<file path="config.mk">
export PLATFORM = sky130hd
export DESIGN_NAME = lsor_top
export DESIGN_NICKNAME = d
export VERILOG_FILES = /design/src/hdl/lsor_pkg.sv /design/src/hdl/lsor_top.sv
export VERILOG_INCLUDE_DIRS = /design/src /design/src/hdl
export SDC_FILE = /design/constraint.sdc
export NUM_CORES = 1
export LEC_CHECK = 0
export BUFFER_PORTS_ARGS = -buffer_cell sky130_fd_sc_hd__buf_4
export CAP_MARGIN = 20
export CORE_MARGIN = 5
export CORE_UTILIZATION = 58
export DETAILED_ROUTE_END_ITERATION = 8
export PLACE_DENSITY = 0.95
export SLEW_MARGIN = 30
export SYNTH_ARGS = -nofsm -noshare
export SYNTH_HDL_FRONTEND = slang
export SYNTH_SLANG_ARGS = --single-unit
export TNS_END_PERCENT = 20
</file>
<file path="constraint.sdc">
create_clock -name clk_sys -period 7.9 [get_ports clk_sys]
set_clock_uncertainty 0.15 [all_clocks]
set_input_delay 1.58 -clock clk_sys [delete_from_list [all_inputs] [get_ports clk_sys]]
set_output_delay 1.58 -clock clk_sys [all_outputs]
set_load 0.02 [all_outputs]
</file>
<file path="src/hdl/lsor_map.svh">
// Holds the named constants of the status and OTP readback block.
// Assumes it is included by its bare name from the block's files.
`ifndef LSOR_MAP_SVH
`define LSOR_MAP_SVH
// Identifier bytes as seen on the bus (protected form).
`define LSOR_PID_READ     8'h7d
`define LSOR_PID_PREP8    8'h3c
// Direct identifier field: bit 5 low, bits 4..0 the node id.
`define LSOR_ID_BIT5      5
// Command codes carried in the low seven bits.
`define LSOR_CMD_FULL     7'h01
`define LSOR_CMD_OTP      7'h02
// Application command byte of the type 8 preparing frame.
`define LSOR_APP_CMD      8'h80
// Filler and marker values.
`define LSOR_FILL         8'hff
`define LSOR_ONES4        4'hf
`define LSOR_ONES5        5'h1f
`define LSOR_ZERO4        4'h0
`define LSOR_MARK         1'b1
// Byte positions inside frames (data byte n has index n).
`define LSOR_B1           4'h1
`define LSOR_B2           4'h2
`define LSOR_B3           4'h3
`define LSOR_LAST_DATA    4'h8
`define LSOR_CSUM_IDX     4'h9
`define LSOR_T7_END       4'h4
`define LSOR_T8_END       4'ha
`define LSOR_IDX_SAT      4'hb
// Pending query codes.
`define LSOR_PEND_NONE    2'h0
`define LSOR_PEND_FULL1   2'h1
`define LSOR_PEND_FULL2   2'h2
`define LSOR_PEND_OTP     2'h3
`endif

</file>
<file path="src/hdl/lsor_pkg.sv">
// Holds the types of the status and OTP readback block.
// Assumes the constants header is compiled alongside.
package lsor_pkg;
   // Frame handling states, one-hot.
   typedef enum logic [2:0] {
      LSOR_IDLE = 3'h1,   // Waiting for a header.
      LSOR_RECV = 3'h2,   // Collecting a preparing frame.
      LSOR_SEND = 3'h4    // Sending an in-frame answer.
   } lsor_state_e;

   // Kind of frame being collected.
   typedef enum logic [1:0] {
      LSOR_PREP7 = 2'h1,  // Preparing frame on the direct id.
      LSOR_PREP8 = 2'h2   // Preparing frame on the 0x3c id.
   } lsor_prep_e;

   // Contents of the OTP memory.
   typedef struct packed {
      logic [3:0]  osc_trim;
      logic [3:0]  ref_current_trim;
      logic [2:0]  thermal_shutdown_trim;
      logic [3:0]  bandgap_trim;
      logic        address_mode_bit;
      logic [3:0]  programmed_address;
      logic [3:0]  irun;
      logic [3:0]  ihold;
      logic [3:0]  vmax;
      logic [3:0]  vmin;
      logic [10:0] secure_position;
      logic        shaft;
      logic [3:0]  acc;
      logic [1:0]  step_resolution;
      logic        lock_trim_bit;
      logic        lock_config_bit;
   } lsor_otp_s;

   // Live motion settings held in RAM.
   typedef struct packed {
      logic [3:0]  irun;
      logic [3:0]  ihold;
      logic [3:0]  vmax;
      logic [3:0]  vmin;
      logic        accel_shape;
      logic [1:0]  step_resolution;
      logic        shaft;
      logic [3:0]  acc;
      logic [10:0] secure_position;
   } lsor_ram_s;

   // Status flags from the motion, driver and bus units.
   typedef struct packed {
      logic       logic_supply_reset_flag;
      logic       step_loss_flag;
      logic       electrical_defect_flag;
      logic       undervoltage_flag;
      logic       thermal_shutdown_flag;
      logic       thermal_warning_flag;
      logic [1:0] tinfo;
      logic [2:0] motion;
      logic       coil_x_overcurrent;
      logic       coil_y_overcurrent;
      logic       charge_pump_fail;
      logic       timeout_error;
      logic       data_error;
      logic       header_error;
      logic       bit_error;
   } lsor_flags_s;

   // Array of the eight data bytes of an answer.
   typedef logic [7:0][7:0] lsor_resp_t;
endpackage : lsor_pkg

</file>
<file path="src/hdl/lsor_top.sv">
// Answers the full-status and OTP-parameter queries of the bus master.
// Assumes a byte-level bus layer in front: it reports headers, received
// bytes and frame ends, and sends the bytes this block hands it.
// Notes on behaviour
// - OTP answer returns all OTP bytes in one frame, whatever the preparation.
// - OTP answer rides the 0x3D diagnostic id.
// - Type 7: direct id, command byte, address byte.
// - Reading header must equal protected 0x3D pattern.
// - OTP byte 1: oscillator and reference trims.
// - OTP byte 2: one, thermal trim, bandgap trim.
// - OTP byte 3: mode bit, pins, programmed address.
// - OTP byte 4: run and hold current.
// - OTP byte 5: maximum and minimum velocity.
// - OTP byte 6: position high, shaft, acceleration.
// - OTP bytes 7, 8: position low, modes, locks.
// - Status byte 4: shape, mode, shaft, acceleration.
// - Status byte 5: supply, fault and temperature flags.
// - Status byte 6: motion, switch, overcurrents, pump.
// - Status byte 7: ones, then communication errors.
// - Second status: address, positions, secure position.
// - Serving full status requests flag clearing.
// - Pin bits show live address pin state.
// - Type 8 preparation also accepted.
`timescale 1ns/1ns
`include "lsor_map.svh"

module lsor_top (
   // Clock and reset.
   input  wire logic               clk_sys,
   input  wire logic               sys_rst,
   // Node identity.
   input  wire logic [6:0]         node_address,
   input  wire logic [4:0]         dyn_id,
   // Pins from outside the clock domain.
   input  wire logic [2:0]         hw_address_pins,
   input  wire logic               motion_switch_input,
   // Data from the other units.
   input  wire lsor_pkg::lsor_otp_s   otp_data,
   input  wire lsor_pkg::lsor_ram_s   ram_data,
   input  wire lsor_pkg::lsor_flags_s status_flags,
   input  wire logic [15:0]        actual_position,
   input  wire logic [15:0]        target_position,
   // Receive side of the bus layer.
   input  wire logic               hdr_valid,
   input  wire logic [7:0]         hdr_pid,
   input  wire logic               rx_valid,
   input  wire logic [7:0]         rx_byte,
   input  wire logic               rx_done,
   input  wire logic               rx_ok,
   // Transmit side of the bus layer.
   output logic                    tx_valid,
   input  wire logic               tx_ready,
   output logic [7:0]              tx_byte,
   // Events to the flag owners.
   output logic                    flag_clear,
   output logic                    resp_done
);

   // Three-stage pin synchronisers.
   logic [2:0] hw_s1_r;            // First stage, read by stage two only.
   logic [2:0] hw_s2_r;            // Second stage.
   logic [2:0] hw_s3_r;            // Third stage.
   logic [2:0] hw_live_r;          // Accepted pin state.
   logic       sw_s1_r;            // First stage of the switch.
   logic       sw_s2_r;            // Second stage of the switch.
   logic       sw_s3_r;            // Third stage of the switch.
   logic       sw_live_r;          // Accepted switch state.

   // Frame handling.
   lsor_pkg::lsor_state_e state_r;     // Current state.
   lsor_pkg::lsor_state_e state_nxt;   // Next state.
   lsor_pkg::lsor_prep_e  prep_kind_r; // Kind of preparing frame.
   logic [3:0]  rx_idx_r;          // Index of next data byte.
   logic [7:0]  rx_b1_r;           // Received data byte 1.
   logic [7:0]  rx_b2_r;           // Received data byte 2.
   logic [7:0]  rx_b3_r;           // Received data byte 3.
   logic        fill_ok_r;         // Filler bytes all ones so far.
   logic [1:0]  pend_r;            // Query awaiting its poll.
   lsor_pkg::lsor_resp_t resp_r;   // Latched answer bytes.
   logic [1:0]  serving_r;         // Query being answered.
   logic [3:0]  tx_idx_r;          // Index of byte on the output.
   logic [7:0]  csum_r;            // Running sum of sent bytes.

   // Header decoding shared by the state machine and capture.
   logic        hdr_is_read;       // Reading header with a query pending.
   logic        hdr_is_prep;       // Header opens a preparing frame.
   logic        prep_valid;        // Finished frame is a valid query.
   logic [6:0]  prep_cmd;          // Command code of that frame.
   logic        tx_take;           // Bus layer takes a byte.

   // Adds a byte with end-around carry, as the classic checksum does.
   function automatic logic [7:0] csum_add(input logic [7:0] a,
                                           input logic [7:0] b);
      logic [8:0] s;
      s = {1'b0, a} + {1'b0, b};
      return s[7:0] + {7'h00, s[8]};
   endfunction

   // Checks a byte that carries a one in bit 7 and a seven-bit value.
   function automatic logic marked_is(input logic [7:0] b,
                                      input logic [6:0] v);
      return (b == {`LSOR_MARK, v});
   endfunction

   // Pin synchroniser: three stages, a change counts once stages two
   // and three agree, which also filters single-cycle glitches.
   always_ff @(posedge clk_sys) begin
      if (sys_rst) begin
         hw_s1_r   <= 3'h0;
         hw_s2_r   <= 3'h0;
         hw_s3_r   <= 3'h0;
         hw_live_r <= 3'h0;
      end else begin
         hw_s1_r <= hw_address_pins;
         hw_s2_r <= hw_s1_r;
         hw_s3_r <= hw_s2_r;
         // Live pin state, never a stored copy.
         if (hw_s2_r == hw_s3_r) begin
            hw_live_r <= hw_s3_r;
         end
      end
   end

   // Switch input synchroniser, same scheme as the address pins.
   always_ff @(posedge clk_sys) begin
      if (sys_rst) begin
         sw_s1_r   <= 1'b0;
         sw_s2_r   <= 1'b0;
         sw_s3_r   <= 1'b0;
         sw_live_r <= 1'b0;
      end else begin
         sw_s1_r <= motion_switch_input;
         sw_s2_r <= sw_s1_r;
         sw_s3_r <= sw_s2_r;
         if (sw_s2_r == sw_s3_r) begin
            sw_live_r <= sw_s3_r;
         end
      end
   end

   // Header classification.
   always_comb begin
      // Only the exact protected pattern of 0x3D opens an answer.
      hdr_is_read = (hdr_pid == `LSOR_PID_READ) &&
                    (pend_r != `LSOR_PEND_NONE);
      // Type 7 uses our direct id, type 8 the fixed 0x3C header.
      hdr_is_prep = ((hdr_pid[`LSOR_ID_BIT5] == 1'b0) &&
                     (hdr_pid[4:0] == dyn_id)) ||
                    (hdr_pid == `LSOR_PID_PREP8);
   end

   // Validity of a finished preparing frame.
   always_comb begin
      prep_valid = 1'b0;
      prep_cmd   = rx_b1_r[6:0];
      if (prep_kind_r == lsor_pkg::LSOR_PREP7) begin
         // Command byte, address byte and checksum, both data bytes marked.
         prep_valid = rx_b1_r[7] &&
                      marked_is(rx_b2_r, node_address) &&
                      (rx_idx_r == `LSOR_T7_END);
      end else begin
         // Application byte, command, address, then ones.
         prep_cmd   = rx_b2_r[6:0];
         prep_valid = (rx_b1_r == `LSOR_APP_CMD) &&
                      rx_b2_r[7] &&
                      marked_is(rx_b3_r, node_address) &&
                      fill_ok_r &&
                      (rx_idx_r == `LSOR_T8_END);
      end
      prep_valid = prep_valid && rx_ok &&
                   ((prep_cmd == `LSOR_CMD_FULL) ||
                    (prep_cmd == `LSOR_CMD_OTP));
   end

   assign tx_take = (state_r == lsor_pkg::LSOR_SEND) && tx_ready;

   // Next state of the frame handler.
   always_comb begin
      state_nxt = state_r;
      unique case (state_r)
         lsor_pkg::LSOR_IDLE: begin
            // Preparation must come before the poll.
            if (hdr_valid && hdr_is_read) begin
               state_nxt = lsor_pkg::LSOR_SEND;
            end else if (hdr_valid && hdr_is_prep) begin
               state_nxt = lsor_pkg::LSOR_RECV;
            end
         end
         lsor_pkg::LSOR_RECV: begin
            // A new header aborts a frame that never ended.
            if (rx_done || hdr_valid) begin
               state_nxt = lsor_pkg::LSOR_IDLE;
            end
         end
         lsor_pkg::LSOR_SEND: begin
            // A new header means the layer gave up on our answer.
            if (hdr_valid) begin
               state_nxt = lsor_pkg::LSOR_IDLE;
            end else if (tx_take && (tx_idx_r == `LSOR_CSUM_IDX)) begin
               state_nxt = lsor_pkg::LSOR_IDLE;
            end
         end
         default: state_nxt = lsor_pkg::LSOR_IDLE;
      endcase
   end

   // State register.
   always_ff @(posedge clk_sys) begin
      if (sys_rst) begin
         state_r <= lsor_pkg::LSOR_IDLE;
      end else begin
         state_r <= state_nxt;
      end
   end

   // Capture of the preparing frame's data bytes.
   always_ff @(posedge clk_sys) begin
      if (sys_rst) begin
         prep_kind_r <= lsor_pkg::LSOR_PREP7;
         rx_idx_r    <= `LSOR_B1;
         rx_b1_r     <= 8'h00;
         rx_b2_r     <= 8'h00;
         rx_b3_r     <= 8'h00;
         fill_ok_r   <= 1'b1;
      end else if (hdr_valid) begin
         // A new frame starts the count afresh.
         prep_kind_r <= (hdr_pid == `LSOR_PID_PREP8) ?
                        lsor_pkg::LSOR_PREP8 : lsor_pkg::LSOR_PREP7;
         rx_idx_r    <= `LSOR_B1;
         fill_ok_r   <= 1'b1;
      end else if ((state_r == lsor_pkg::LSOR_RECV) && rx_valid) begin
         // The index saturates so long frames are refused, not wrapped.
         if (rx_idx_r != `LSOR_IDX_SAT) begin
            rx_idx_r <= rx_idx_r + 4'h1;
         end
         if (rx_idx_r == `LSOR_B1) begin
            rx_b1_r <= rx_byte;
         end
         if (rx_idx_r == `LSOR_B2) begin
            rx_b2_r <= rx_byte;
         end
         if (rx_idx_r == `LSOR_B3) begin
            rx_b3_r <= rx_byte;
         end
         if ((rx_idx_r > `LSOR_B3) && (rx_idx_r <= `LSOR_LAST_DATA) && (rx_byte != `LSOR_FILL)) begin
            fill_ok_r <= 1'b0;
         end
      end
   end

   // Pending query: set by a valid preparation, advanced by answers.
   always_ff @(posedge clk_sys) begin
      if (sys_rst) begin
         pend_r <= `LSOR_PEND_NONE;
      end else if ((state_r == lsor_pkg::LSOR_RECV) && rx_done &&
                   prep_valid) begin
         // A fresh preparation overrides an unread second status.
         pend_r <= (prep_cmd == `LSOR_CMD_OTP) ?
                   `LSOR_PEND_OTP : `LSOR_PEND_FULL1;
      end else if (tx_take && (tx_idx_r == `LSOR_CSUM_IDX)) begin
         // Full status is two successive answers.
         pend_r <= (serving_r == `LSOR_PEND_FULL1) ?
                   `LSOR_PEND_FULL2 : `LSOR_PEND_NONE;
      end
   end

   // Answer assembly, latched when the poll header arrives so the
   // bytes stay coherent even if inputs move during the frame.
   always_ff @(posedge clk_sys) begin
      if (sys_rst) begin
         resp_r    <= '0;
         serving_r <= `LSOR_PEND_NONE;
      end else if ((state_r == lsor_pkg::LSOR_IDLE) && hdr_valid &&
                   hdr_is_read) begin
         serving_r <= pend_r;
         unique case (pend_r)
            `LSOR_PEND_OTP: begin
               resp_r[0] <= {otp_data.osc_trim,
                             otp_data.ref_current_trim};
               resp_r[1] <= {`LSOR_MARK, otp_data.thermal_shutdown_trim,
                             otp_data.bandgap_trim};
               resp_r[2] <= {otp_data.address_mode_bit, hw_live_r,
                             otp_data.programmed_address};
               resp_r[3] <= {otp_data.irun, otp_data.ihold};
               resp_r[4] <= {otp_data.vmax, otp_data.vmin};
               resp_r[5] <= {otp_data.secure_position[10:8],
                             otp_data.shaft, otp_data.acc};
               resp_r[6] <= otp_data.secure_position[7:0];
               resp_r[7] <= {`LSOR_ZERO4, otp_data.step_resolution,
                             otp_data.lock_trim_bit,
                             otp_data.lock_config_bit};
            end
            `LSOR_PEND_FULL2: begin
               resp_r[0] <= {`LSOR_MARK, node_address};
               resp_r[1] <= actual_position[15:8];
               resp_r[2] <= actual_position[7:0];
               resp_r[3] <= target_position[15:8];
               resp_r[4] <= target_position[7:0];
               resp_r[5] <= ram_data.secure_position[7:0];
               resp_r[6] <= {`LSOR_ONES5,
                             ram_data.secure_position[10:8]};
               resp_r[7] <= `LSOR_FILL;
            end
            default: begin
               resp_r[0] <= {`LSOR_MARK, node_address};
               resp_r[1] <= {ram_data.irun, ram_data.ihold};
               resp_r[2] <= {ram_data.vmax, ram_data.vmin};
               resp_r[3] <= {ram_data.accel_shape,
                             ram_data.step_resolution,
                             ram_data.shaft, ram_data.acc};
               resp_r[4] <= {status_flags.logic_supply_reset_flag,
                             status_flags.step_loss_flag,
                             status_flags.electrical_defect_flag,
                             status_flags.undervoltage_flag,
                             status_flags.thermal_shutdown_flag,
                             status_flags.thermal_warning_flag,
                             status_flags.tinfo};
               resp_r[5] <= {status_flags.motion, sw_live_r,
                             status_flags.coil_x_overcurrent,
                             status_flags.coil_y_overcurrent,
                             `LSOR_MARK,
                             status_flags.charge_pump_fail};
               resp_r[6] <= {`LSOR_ONES4,
                             status_flags.timeout_error,
                             status_flags.data_error,
                             status_flags.header_error,
                             status_flags.bit_error};
               resp_r[7] <= `LSOR_FILL;
            end
         endcase
      end
   end

   // Transmit walk: eight data bytes then the inverted sum.
   always_ff @(posedge clk_sys) begin
      if (sys_rst) begin
         tx_idx_r <= `LSOR_B1;
         tx_byte  <= 8'h00;
         csum_r   <= 8'h00;
      end else if (state_r != lsor_pkg::LSOR_SEND) begin
         tx_idx_r <= `LSOR_B1;
         csum_r   <= 8'h00;
         // Byte 1 comes straight from the inputs, since resp_r only holds them a cycle later.
         tx_byte  <= (pend_r == `LSOR_PEND_OTP) ?
                     {otp_data.osc_trim, otp_data.ref_current_trim} : {`LSOR_MARK, node_address};
      end else if (tx_take && (tx_idx_r != `LSOR_CSUM_IDX)) begin
         tx_idx_r <= tx_idx_r + 4'h1;
         csum_r   <= csum_add(csum_r, tx_byte);
         if (tx_idx_r == `LSOR_LAST_DATA) begin
            tx_byte <= ~csum_add(csum_r, tx_byte);
         end else begin
            tx_byte <= resp_r[tx_idx_r[2:0]];
         end
      end
   end

   // Handshake towards the bus layer is combinational.
   assign tx_valid = (state_r == lsor_pkg::LSOR_SEND);

   // End-of-answer events; the clear pulse goes out only after a
   // complete first status answer, so a broken frame keeps the flags.
   always_ff @(posedge clk_sys) begin
      if (sys_rst) begin
         resp_done  <= 1'b0;
         flag_clear <= 1'b0;
      end else begin
         resp_done  <= tx_take && (tx_idx_r == `LSOR_CSUM_IDX);
         flag_clear <= tx_take && (tx_idx_r == `LSOR_CSUM_IDX) &&
                       (serving_r == `LSOR_PEND_FULL1);
      end
   end

endmodule // lsor_top

</file>
==> out/metrics.cfg <==
[power]
pwr-share-clk_pct=47.8
vdd_ir_drop_max_uv=141.6
leakagePower_uw=0.003496
pwr-share-seq_pct=44.0
p_int_uw=1215
power_density_nw_per_um2=170.3
switchingPower_uw=377.1
combPwrFrac_pct=8.2
switching_share_pct=23.68

[cells_and_area]
syn_to_final_growth_pct=26.75
nFillCells=790
drive_gt1_share_pct=24.98
num_antenna_cells=0
final_cell_area_um2=9349
stdcell_count=1201
nNetsFinal=1214

[yosys]
synth_area_leaders=dfxtp_1 37%, mux2i_1 8.1%, nand2_1 7.6%
async_flop_share_pct=0
yosysWarnings=0
synth-seq-cells=137
synth_cell_types=58
synth_nets=1061
synth_area_um2=7376
synth.top_cell.area_share_pct=37.18
yosysTopAreaCell=dfxtp_1
postSynthCellCount=863
synth_edf_count=0
synth.avg_cell_area_um2=8.547
seq_area_frac_synth_pct=37.18
synthFlopType=dfxtp_1

[timing]
tightest_slew_ns=0.9583
slew_headroom_pct=35.96
rsz0062_at_grt=false
fin_crit_ns=3.672
whs_ns=0.2910
worst_slack_ns=4.228
finalSetupViolCount=0
period_share_pct=46.48
report.final.slew_viol_count=0
max_freq_mhz=272.3
tns_ns=0
finalHoldViolations=0

[routing]
wl_per_cell_um=18.47
first_pass_iters=5
totalWireLength_um=22180
detail-route-antenna-nets=0
post-route-drc-count=0
vias_per_cell=6.167
vias=7406
dr.first_iter.drc_count=840

[floorplanning]
die_h_um=122.8
die_w_um=122.8
io-pin-count=191
rows=41
die_area_um2=15070
core_um2=12570
start_util_pct=58.69

[clock_tree]
cts.repair.resized=0
root_buffer=clkbuf_16
post-cts-setup-buffer-count=0
path_clk_slew_ns=0.06
cts_max_path_buffers=2
ctsHtreeMaxLevel=4
cts_tree=yes
cts_made_buffers=17
insertion_delay_ns=0.43
clkSinkCount=137
ctsHoldBuffers=0

[placement]
place_area_um2=8783
pre_cts_slack_ns=4.076
port_buffers=190
gp_congestion=0.9004
dpl.cell_count=1169
place_hpwl_um=15190

[global_route]
antenna_found_initial=0
first_global_vias=7161
grt_max_degree=91
track_usage_pct=29.21
grt_first_pass_wirelength_um=35050
overflow=0

[critical_path]
startpoint_type=flop
path_max_fanout=6
worst-endpoint-required_ns=8.10
critical_path_class=reg2reg
regToRegSetupSlack_ns=4.23
endpoint_kind=flop
cp.arrival_ns=3.87

[run_status]
outcome=finished clean

[flow_run]
maxCapViolCount=0

[min_path]
hold_path_class=reg2reg

==> critical path, cell delays in order, from the launching register on <==
cell	delay, ns
dfxtp_1	0.33
ha_1	0.25
fa_1	0.49
a211o_1	0.32
a311oi_2	0.33
o21bai_1	0.12
a21o_1	0.21
ha_1	0.21
ha_1	0.24
nand2_1	0.08
or4_1	0.09
nand3_1	0.13
xnor2_1	0.30
o211ai_1	0.14
a21oi_1	0.18
==> through the flow <==
step                utilization [%]  power, µW
finish                        74.39       1592
global placement              69.89      841.4
floorplan                         -      756.7
CTS                           74.37       1587
detailed placement            69.89      843.6
global route                  74.39       1630
==> cell type report <==
type | instances | area, µm² | area share, %
Multi-Input combinational cell | 658 | 4332 | 46.33
Clock inverter | 13 | 120.1 | 1.285
Tap cell | 172 | 215.2 | 2.302
Sequential cell | 137 | 2745 | 29.36
Timing Repair Buffer | 196 | 1471 | 15.74
Clock buffer | 19 | 442.9 | 4.738
Inverter | 6 | 22.52 | 0.2409
==> cells in the final DEF (no fill, tap or decap), drive strengths merged, types with 3 or more instances in the layout <==
cell type  count
buf          196
nand2        150
dfxtp        137
a21oi         96
mux2i         60
nor2          51
o211ai        50
nand3         35
nor3          29
xnor2         21
nor2b         20
a211oi        19
clkbuf        19
xor2          18
ha            17
mux4          16
nand4         10
inv            9
o21ai          7
clkinvlp       6
a21o           5
nor3b          5
or4            4
or3            4
a31oi          3
and3           3
nand2b         3
nor4           3
clkinv         3
or2            3
==> cell families after synthesis <==
group	after synthesis	share of synthesized area [%]
muxes	76	13.03
buffers and inverters	68	4.241
AOI/OAI and AO/OA	198	16.96
and+or+nand+nor	327	20.80
xor gates and xnor gates	39	4.631
DFF	137	37.18
adders and majority gates	18	3.155
==> registers in the layout (all words and copies together), names as in the netlist, 3 cells and up <==
| signal | cells |
|---|---|
| tx_idx_r | 4 |
| csum_r | 8 |
| rx_b3_r | 8 |
| rx_idx_r | 4 |
| hw_s1_r | 3 |
| state_r | 3 |
| hw_live_r | 3 |
| hw_s3_r | 3 |
| rx_b1_r | 8 |
| hw_s2_r | 3 |
| tx_byte | 8 |
| resp_r | 61 |
| rx_b2_r | 8 |
==> layer usage <==
| layer | wire, µm | up-vias | track usage [%] |
|---|---|---|---|
| met1 | 8299 | 3460 | 36.42 |
| met3 | 2121 | 96 | 7.650 |
| li1 | - | 3404 | - |
| met5 | 0 | - | 0 |
| met4 | 1003 | 0 | 14.21 |
| met2 | 10760 | 446 | 46.94 |
==> power groups by stage <==
stage	clock network (µW)	registers (µW)	logic, µW
detailed placement	0	715	129
global placement	0	715	127
finish	761	700	131
floorplan	0	716	40.3
global route	789	700	141
CTS	757	700	130
==> final timing paths <==
| check | start | to | cells after the start |
|---|---|---|---|
| max | tx_byte[0] | tx_byte[4] | 14 |
| min | sw_s1_r | sw_s2_r | 1 |
| max reg2reg | tx_byte[0] | tx_byte[4] | 14 |
| min reg2reg | sw_s1_r | sw_s2_r | 1 |
==> Yosys cell counts (20+ instances only) <==
| master | number |
|---|---|
| clkbuf_1 | 30 |
| nand2_1 | 150 |
| nor3_1 | 26 |
| mux2i_1 | 60 |
| nor2b_1 | 20 |
| dfxtp_1 | 137 |
| buf_2 | 22 |
| nand3_1 | 35 |
| nor2_1 | 50 |
| xnor2_1 | 21 |
| a21oi_1 | 96 |
| o211ai_1 | 50 |
Note: power is estimated with default switching activity, not from simulation.
